===== src/design/pts_defines.vh =====
// constants for the period timer with scalers
//
// Contract
// [RULE1] postscale field bits 6:3, code plus one matches
// [RULE2] timer runs only while run bit set
// [RULE3] prescale 00 by 1, 01 by 4, 1x by 16
// [RULE4] control clears on reset, bit 7 reads zero
// [RULE5] count register resets to zero
// [RULE6] period register resets to all ones
// [RULE7] event flag bit 1, flag bit 3 reads zero
// [RULE8] event enable bit 1 at 8Ch, resets zero
// [RULE9] global enable bit 7, peripheral bit 6
// [RULE10] count to period, wrap, send match pulse
// [RULE11] flag on postscale match, gated interrupt request
`ifndef PTS_DEFINES_VH
`define PTS_DEFINES_VH
// -----------------------------------------------------------------
// register indices (byte address is four times the index)
// -----------------------------------------------------------------
`define PTS_IDX_INTCTL 8'h0B
`define PTS_IDX_FLAGS 8'h0C
`define PTS_IDX_COUNT 8'h11
`define PTS_IDX_CTRL 8'h12
`define PTS_IDX_ENABLES 8'h8C
`define PTS_IDX_PERIOD 8'h92
// -----------------------------------------------------------------
// field positions
// -----------------------------------------------------------------
`define PTS_CTRL_POST_HI 6
`define PTS_CTRL_POST_LO 3
`define PTS_CTRL_RUN 2
`define PTS_CTRL_PRE_HI 1
`define PTS_CTRL_PRE_LO 0
`define PTS_CTRL_MASK 8'h7F
`define PTS_FLAGS_MASK 8'hF7
`define PTS_ENABLES_MASK 8'hF7
`define PTS_EVT_BIT 1
`define PTS_GIE_BIT 7
`define PTS_PERIPHERAL_IRQ_ENABLE_BIT 6
// -----------------------------------------------------------------
// reset values
// -----------------------------------------------------------------
`define PTS_RST_CTRL 8'h00
`define PTS_RST_COUNT 8'h00
`define PTS_RST_PERIOD 8'hFF
`define PTS_RST_FLAGS 8'h00
`define PTS_RST_ENABLES 8'h00
`define PTS_RST_INTCTL 7'h00
// -----------------------------------------------------------------
// prescale dividers
// -----------------------------------------------------------------
`define PTS_PRE_DIV4 4'h3
`define PTS_PRE_DIV16 4'hF
`endif


===== src/design/pts_timer.v =====
// period timer with prescaler, postscaler and apb register slave
//
// The APB register port is this design's own decision.
`include "pts_defines.vh"
module pts_timer (
    input wire pclk,
    input wire presetn,
    input wire psel,
    input wire penable,
    input wire pwrite,
    input wire [31:0] paddr,
    input wire [31:0] pwdata,
    input wire [3:0] pstrb,
    output wire pready,
    output wire pslverr,
    output reg [31:0] prdata,
    output wire irq
);
    // -----------------------------------------------------------------
    // state
    // -----------------------------------------------------------------
    reg [7:0] ctrl_q;
    reg [7:0] count_q;
    reg [7:0] period_q;
    reg [7:0] flags_q;
    reg [7:0] enables_q;
    reg [6:0] intctl_hi_q;
    reg intctl_b0_q;
    reg b0_init_q;
    wire tick;
    wire match;
    wire event_pulse;
    wire [7:0] intctl;
    wire wr_en;
    wire rd_en;
    wire [7:0] idx;
    wire mapped;
    wire lane0;

    // true when the address is the aligned word of the wanted register index
    function is_idx;
        input [31:0] addr;
        input [7:0] want;
        begin
            is_idx = (addr[31:10] == 22'h0) && (addr[9:2] == want) && (addr[1:0] == 2'h0);
        end
    endfunction

    // -----------------------------------------------------------------
    // apb decode
    // -----------------------------------------------------------------
    // zero-wait slave: every access completes in its first access cycle
    assign pready = 1'b1;
    assign idx = paddr[9:2];
    assign mapped = is_idx(paddr, `PTS_IDX_INTCTL) || is_idx(paddr, `PTS_IDX_FLAGS) ||
                    is_idx(paddr, `PTS_IDX_COUNT) || is_idx(paddr, `PTS_IDX_CTRL) ||
                    is_idx(paddr, `PTS_IDX_ENABLES) || is_idx(paddr, `PTS_IDX_PERIOD);
    assign pslverr = psel && penable && !mapped;
    assign wr_en = psel && penable && pwrite && mapped;
    assign rd_en = psel && penable && !pwrite && mapped;
    assign lane0 = pstrb[0];
    assign intctl = {intctl_hi_q, intctl_b0_q};

    // -----------------------------------------------------------------
    // scalers
    // -----------------------------------------------------------------
    pts_prescaler u_pre (
        .pclk(pclk),
        .presetn(presetn),
        .run(ctrl_q[`PTS_CTRL_RUN]),
        .sel(ctrl_q[`PTS_CTRL_PRE_HI:`PTS_CTRL_PRE_LO]),
        .tick(tick)
    );

    // match fires on the increment that wraps the count
    assign match = tick && (count_q == period_q); // see [RULE10]

    pts_postscaler u_post (
        .pclk(pclk),
        .presetn(presetn),
        .match(match),
        .sel(ctrl_q[`PTS_CTRL_POST_HI:`PTS_CTRL_POST_LO]),
        .event_pulse(event_pulse)
    );

    // -----------------------------------------------------------------
    // control and period registers
    // -----------------------------------------------------------------
    always @(posedge pclk or negedge presetn)
    begin
        if (!presetn)
        begin
            ctrl_q <= `PTS_RST_CTRL; // see [RULE4]
            period_q <= `PTS_RST_PERIOD; // see [RULE6]
            enables_q <= `PTS_RST_ENABLES; // see [RULE8]
            intctl_hi_q <= `PTS_RST_INTCTL; // see [RULE9]
        end
        else if (wr_en && lane0)
        begin
            if (is_idx(paddr, `PTS_IDX_CTRL))
                ctrl_q <= pwdata[7:0] & `PTS_CTRL_MASK; // see [RULE4]
            else if (is_idx(paddr, `PTS_IDX_PERIOD))
                period_q <= pwdata[7:0];
            else if (is_idx(paddr, `PTS_IDX_ENABLES))
                enables_q <= pwdata[7:0] & `PTS_ENABLES_MASK;
            else if (is_idx(paddr, `PTS_IDX_INTCTL))
                intctl_hi_q <= pwdata[7:1];
        end
    end

    // bit 0 is not reset; it is loaded at the first clock after release
    // so it holds a defined value without taking a port under reset
    always @(posedge pclk or negedge presetn)
    begin
        if (!presetn)
            b0_init_q <= 1'b0;
        else
            b0_init_q <= 1'b1;
    end

    always @(posedge pclk)
    begin
        if (!b0_init_q)
            intctl_b0_q <= 1'b0; // see [RULE9]
        else if (wr_en && lane0 && is_idx(paddr, `PTS_IDX_INTCTL))
            intctl_b0_q <= pwdata[0];
    end

    // -----------------------------------------------------------------
    // counter
    // -----------------------------------------------------------------
    // a bus write wins over the increment in the same cycle
    always @(posedge pclk or negedge presetn)
    begin
        if (!presetn)
            count_q <= `PTS_RST_COUNT; // see [RULE5]
        else if (wr_en && lane0 && is_idx(paddr, `PTS_IDX_COUNT))
            count_q <= pwdata[7:0];
        else if (match)
            count_q <= 8'h00; // see [RULE10]
        else if (tick)
            count_q <= count_q + 8'h01; // see [RULE2]
    end

    // -----------------------------------------------------------------
    // flags
    // -----------------------------------------------------------------
    // write one to clear; a simultaneous event keeps its flag set
    always @(posedge pclk or negedge presetn)
    begin
        if (!presetn)
            flags_q <= `PTS_RST_FLAGS; // see [RULE7]
        else
        begin
            if (wr_en && lane0 && is_idx(paddr, `PTS_IDX_FLAGS))
                flags_q <= flags_q & ~(pwdata[7:0] & `PTS_FLAGS_MASK);
            if (event_pulse)
                flags_q[`PTS_EVT_BIT] <= 1'b1; // see [RULE11]
        end
    end

    // all three enables must be set for a request
    assign irq = flags_q[`PTS_EVT_BIT] && enables_q[`PTS_EVT_BIT] &&
                 intctl_hi_q[`PTS_PERIPHERAL_IRQ_ENABLE_BIT - 1] && intctl_hi_q[`PTS_GIE_BIT - 1]; // see [RULE11]

    // -----------------------------------------------------------------
    // read data
    // -----------------------------------------------------------------
    // registered read data, loaded in the setup cycle; unmapped reads zero
    always @(posedge pclk or negedge presetn)
    begin
        if (!presetn)
            prdata <= 32'h0000_0000;
        else if (psel && !penable && !pwrite)
        begin
            if (is_idx(paddr, `PTS_IDX_CTRL))
                prdata <= {24'h0, ctrl_q & `PTS_CTRL_MASK}; // see [RULE4]
            else if (is_idx(paddr, `PTS_IDX_COUNT))
                prdata <= {24'h0, count_q};
            else if (is_idx(paddr, `PTS_IDX_PERIOD))
                prdata <= {24'h0, period_q};
            else if (is_idx(paddr, `PTS_IDX_FLAGS))
                prdata <= {24'h0, flags_q & `PTS_FLAGS_MASK}; // see [RULE7]
            else if (is_idx(paddr, `PTS_IDX_ENABLES))
                prdata <= {24'h0, enables_q};
            else if (is_idx(paddr, `PTS_IDX_INTCTL))
                prdata <= {24'h0, intctl};
            else
                prdata <= 32'h0000_0000;
        end
    end

    // keep decode terms referenced for readers of the bus
    wire unused_ok;
    assign unused_ok = rd_en | (idx == 8'h00);
endmodule


===== src/design/pts_prescaler.v =====
// clock prescaler producing a one-cycle tick enable
`include "pts_defines.vh"
module pts_prescaler (
    input wire pclk,
    input wire presetn,
    input wire run,
    input wire [1:0] sel,
    output wire tick
);
    reg [3:0] cnt_q;
    wire [3:0] limit;

    // 00 passes every clock, 01 every fourth, 1x every sixteenth
    assign limit = sel[1] ? `PTS_PRE_DIV16 : (sel[0] ? `PTS_PRE_DIV4 : 4'h0); // see [RULE3]
    assign tick = run && (cnt_q >= limit); // see [RULE2]

    // divider holds while stopped so a restart resumes the phase
    always @(posedge pclk or negedge presetn)
    begin
        if (!presetn)
            cnt_q <= 4'h0;
        else if (run)
        begin
            if (cnt_q >= limit)
                cnt_q <= 4'h0;
            else
                cnt_q <= cnt_q + 4'h1;
        end
    end
endmodule


===== src/design/pts_postscaler.v =====
// output postscaler: one event per selected number of matches
`include "pts_defines.vh"
module pts_postscaler (
    input wire pclk,
    input wire presetn,
    input wire match,
    input wire [3:0] sel,
    output wire event_pulse
);
    reg [3:0] cnt_q;

    // code n gives ratio n+1; comparing with >= tolerates a lowered code
    assign event_pulse = match && (cnt_q >= sel); // see [RULE1]

    always @(posedge pclk or negedge presetn)
    begin
        if (!presetn)
            cnt_q <= 4'h0;
        else if (match)
        begin
            if (cnt_q >= sel)
                cnt_q <= 4'h0;
            else
                cnt_q <= cnt_q + 4'h1;
        end
    end
endmodule


===== config.mk =====
export PLATFORM = sky130hd
export DESIGN_NAME = pts_timer
export DESIGN_NICKNAME = d
export VERILOG_FILES = /design/src/design/pts_timer.v /design/src/design/pts_prescaler.v /design/src/design/pts_postscaler.v
export VERILOG_INCLUDE_DIRS = /design/src /design/src/design
export SDC_FILE = /design/constraint.sdc
export NUM_CORES = 1
export LEC_CHECK = 0
export ABC_AREA = 1
export CORE_MARGIN = 3
export CORE_UTILIZATION = 65
export CTS_BUF_LIST = sky130_fd_sc_hd__clkbuf_8
export DETAILED_ROUTE_END_ITERATION = 8
export DONT_BUFFER_PORTS = 1
export GPL_TIMING_DRIVEN = 0
export MAX_ROUTING_LAYER = met4
export PLACE_DENSITY_LB_ADDON = 0.15
export SLEW_MARGIN = 20
export SYNTH_ARGS = -nofsm -noshare
export SYNTH_HDL_FRONTEND = slang
export SYNTH_SLANG_ARGS = --single-unit

===== constraint.sdc =====
create_clock -name pclk -period 3.3 [get_ports pclk]
set_input_delay 0.165 -clock pclk [delete_from_list [all_inputs] [get_ports pclk]]
set_output_delay 0.165 -clock pclk [all_outputs]
set_load 0.02 [all_outputs]

==> parameters.txt <==
Parameter                              Value

Status
  Status    finished, final reports clean

Critical path
  Worst Setup End Kind    flop
  Maximum fanout encountered on the critical timing path    6
  CP Launch Type    flop
  Reg2Reg Depth    11
  Critical path data arrival time    2520 ps
  Required time at the worst-slack endpoint    ~3500 ps
  Critical path start-end classification    flop to flop

STA
  Setup repair after global routing missed its margin    no
  Max-Slew Margin vs Limit    ~67%
  Final hold violations    0
  Count of final max-slew check failures    0
  Worst Max-Slew Pin Slew    roughly 490 ps
  Upper clock frequency limit    around 440 MHz
  Share of the clock period used by the worst path    a little over two thirds
  Post-Route Setup TNS    0 ps
  Worst setup skew after layout    8.40 ps
  Crit path setup slack, layout    between 1000 and 1500 ps
  Minimum clock period    roughly 2300 ps
  Count of final setup violators    0

Clock network
  Post-cts hold buffer count    8
  CTS root buf    sky130_fd_sc_hd__clkbuf_8
  Register clock-pin slew on the reported worst setup and hold paths    roughly 70 ps
  H-tree levels    3
  Resized Gates After CTS    0
  CTS tree    done
  Clock Path Buffers    2
  TritonCTS sink count    62
  Num CTS Buffers    9
  Total setup buffers inserted after CTS    0
  Clock Latency Late Sink    ~340 ps

Layout
  Relative area change from synthesis to final layout    12.0%
  Most common library cell in the layout ignoring fill and taps    sky130_fd_sc_hd__nand2_1
  Share of final-layout standard cells stronger than drive strength 1    between 10% and 20%
  Summed area of non-filler cells in the final layout    around 4500 µm²
  Net count reported at finish    683
  Fin cells    roughly 680
  Final core utilization    between 70% and 80%
  Antenna diode count    0
  Top library cells by usage in the layout, fill and taps aside    sky130_fd_sc_hd__nand2_1, sky130_fd_sc_hd__inv_1, sky130_fd_sc_hd__dfrtp_1
  Filler cells    453

Yosys
  Cell type with the highest aggregate area in the netlist    sky130_fd_sc_hd__dfrtp_1
  Total of flip-flops plus latches after synthesis    between 60 and 70
  Post-synth EDFFs    0
  Area of the mapped netlist    ~4000 µm²
  Top post-synthesis cells by area    sky130_fd_sc_hd__dfrtp_1, sky130_fd_sc_hd__nand2_1, sky130_fd_sc_hd__inv_1
  Sequential-to-total area share from yosys stat    between 30% and 40%
  Area fraction of the dominant cell type after synthesis    around 33%
  Synthesized instance count    between 500 and 600
  Average instance area after synthesis    7.26 µm²
  Number of distinct standard cells referenced by the synthesized netlist    37
  Fraction of registers with async set or reset after synthesis    98.4%
  Number of warnings reported in the yosys synthesis log    0
  Most common flop cell mapped by yosys    sky130_fd_sc_hd__dfrtp_1

Placed design
  Number of placed instances with taps included    roughly 660
  Post-Place Cell Area    ~4200 µm²
  Setup Slack @ Placement    about 1100 ps
  Number of buffers added on ports    0
  GPL Wtd Cong    around 0.9
  Detailed-placement wirelength estimate    around 7600 µm

Die
  Die area    just over 7000 µm²
  Vert. Die Dim    ~85 µm
  Die X-Extent    around 85 µm
  Starting Density    between 60% and 70%
  Core Box Area    between 5000 and 6000 µm²
  Cell row count    28
  Io pins    around 110

Route
  Pre-antenna DRT Iters    5
  Starting DRT DRC Count    around 250
  Total Wirelength    9840 µm
  Routed Antenna Nets    0
  DRC viols    0
  Routed length per placed instance    14.5 µm
  Number of vias in the routed layout    3619
  Routed via count divided by cell count    5.33

Worst hold path
  Cell depth of the worst min-delay path    2
  HP Class    primary input to flop

Global routing
  Final global-route overflow total    0
  Number of global-route vias before repair    about 3500
  Total routing usage reported by global routing    approximately 30%
  Global-route wire length before repair    16300 µm
  Pin count of the biggest net entering global routing    a little over 60
  Initial antenna violation count    0

Power
  Internal portion of total power    between 0.001 and 0.0015 W
  NetSw    around 0.00038 W
  Power density normalized to cell area    around 350 nW/µm²
  Leakage power figure    2.31 nW
  Sequential cell fraction of total power    between 40% and 50%
  Part of the power in combinational logic    between 7 and 8%
  Switch share    approximately a quarter
  Worst IR drop on VDD    around 270 µV
  Share of total power in the clock network    between 40 and 50%

Job
  Max-capacitance violation count    0
## cells in the mapped netlist, types with 2 or more instances
cell and count:
sky130_fd_sc_hd__a21oi_1 12, sky130_fd_sc_hd__buf_2 6, sky130_fd_sc_hd__buf_4 27, sky130_fd_sc_hd__clkbuf_1 4, sky130_fd_sc_hd__conb_1 2, sky130_fd_sc_hd__dfrtp_1 53, sky130_fd_sc_hd__dfstp_2 8, sky130_fd_sc_hd__ha_1 11
sky130_fd_sc_hd__inv_1 74, sky130_fd_sc_hd__nand2_1 143, sky130_fd_sc_hd__nand2_2 2, sky130_fd_sc_hd__nand3_1 43, sky130_fd_sc_hd__nand4_1 14, sky130_fd_sc_hd__nor2_1 52, sky130_fd_sc_hd__nor2_2 6, sky130_fd_sc_hd__nor2_4 2
sky130_fd_sc_hd__nor3_1 7, sky130_fd_sc_hd__nor3_2 2, sky130_fd_sc_hd__nor4_1 2, sky130_fd_sc_hd__o21ai_0 20, sky130_fd_sc_hd__o21ai_1 24, sky130_fd_sc_hd__o21ai_2 8, sky130_fd_sc_hd__or2_2 5, sky130_fd_sc_hd__xnor2_1 9
sky130_fd_sc_hd__xor2_1 8
## final timing paths
kind	startpoint	to	slack, ps
max	ctrl_q[1]	u_post.cnt_q[3]	1010
min	pwdata[3]	period_q[3]	50
max reg2reg	ctrl_q[1]	u_post.cnt_q[3]	1010
min reg2reg	b0_init_q	intctl_b0_q	460
max in group asynchronous	presetn	period_q[6]	2620
min in group asynchronous	presetn	prdata[0]	360
## cell type report
class | instances | area (µm²) | share of cell area [%]
inverter | 75 | 282 | 6.23
tap | 75 | 93.8 | 2.08
clock buffer | 11 | 151 | 3.35
sequential | 62 | 1560 | 34.4
clock inverter | 5 | 50.0 | 1.11
timing repair buffer | 8 | 97.6 | 2.16
buffer | 37 | 248 | 5.48
multi-input combinational | 406 | 2040 | 45.2
## per-stage QoR
stage               total power, W  hold WS [ps]
finish                     0.00157          50.1
global route               0.00163          65.3
CTS                        0.00158          44.0
detailed placement        0.000888          -129
global placement          0.000886          -130
floorplan                 0.000876          -131
## logic make-up after synthesis
group	count (synthesis)	synth area share, %
other	2	0.186
XOR/XNOR	17	3.69
AND/OR/NAND/NOR	284	31.6
adder cells (fa/ha/maj)	11	3.41
AO/OA/AOI/OAI	68	9.39
flip-flops	62	38.6
buffers and inverters	112	13.1
## worst max-delay path: stages (launching register included)
cell and delay [ps]:
sky130_fd_sc_hd__dfrtp_1 420, sky130_fd_sc_hd__nor2_1 160, sky130_fd_sc_hd__inv_1 60, sky130_fd_sc_hd__ha_1 270, sky130_fd_sc_hd__nand4_1 110, sky130_fd_sc_hd__nand3_1 130
sky130_fd_sc_hd__nand2_1 180, sky130_fd_sc_hd__nor2_1 350, sky130_fd_sc_hd__inv_1 150, sky130_fd_sc_hd__nor2_1 150, sky130_fd_sc_hd__xnor2_1 130, sky130_fd_sc_hd__nor2_1 60
## layer usage
layer  part of all wire, %  up-vias  global-route usage, %
met5                     0        -                      -
met4                   3.2        0                   12.4
met3                   8.2       38                   5.99
met2                    48      165                   49.4
met1                    40     1612                   35.1
li1                      -     1804                      -
## power by group through the flow
stage / Combinational [W] / Sequential (W) / Clock [W]
6_report: 0.000123 / 0.000778 / 0.000674
5_1_grt: 0.000137 / 0.000778 / 0.000712
4_1_cts: 0.000122 / 0.000778 / 0.000681
3_5_place_dp: 0.0000961 / 0.000792 / 0
3_3_place_gp: 0.0000948 / 0.000792 / 0
2_1_floorplan: 0.0000850 / 0.000791 / 0
## state kept, by name, indices dropped and copies added (netlist names)
signal / count
u_pre.cnt_q: 4
enables_q: 7
b0_init_q: 1
intctl_b0_q: 1
period_q: 8
intctl_hi_q: 7
flags_q: 7
prdata: 8
u_post.cnt_q: 4
count_q: 8
ctrl_q: 7
Note: power is estimated with default switching activity, not from simulation.
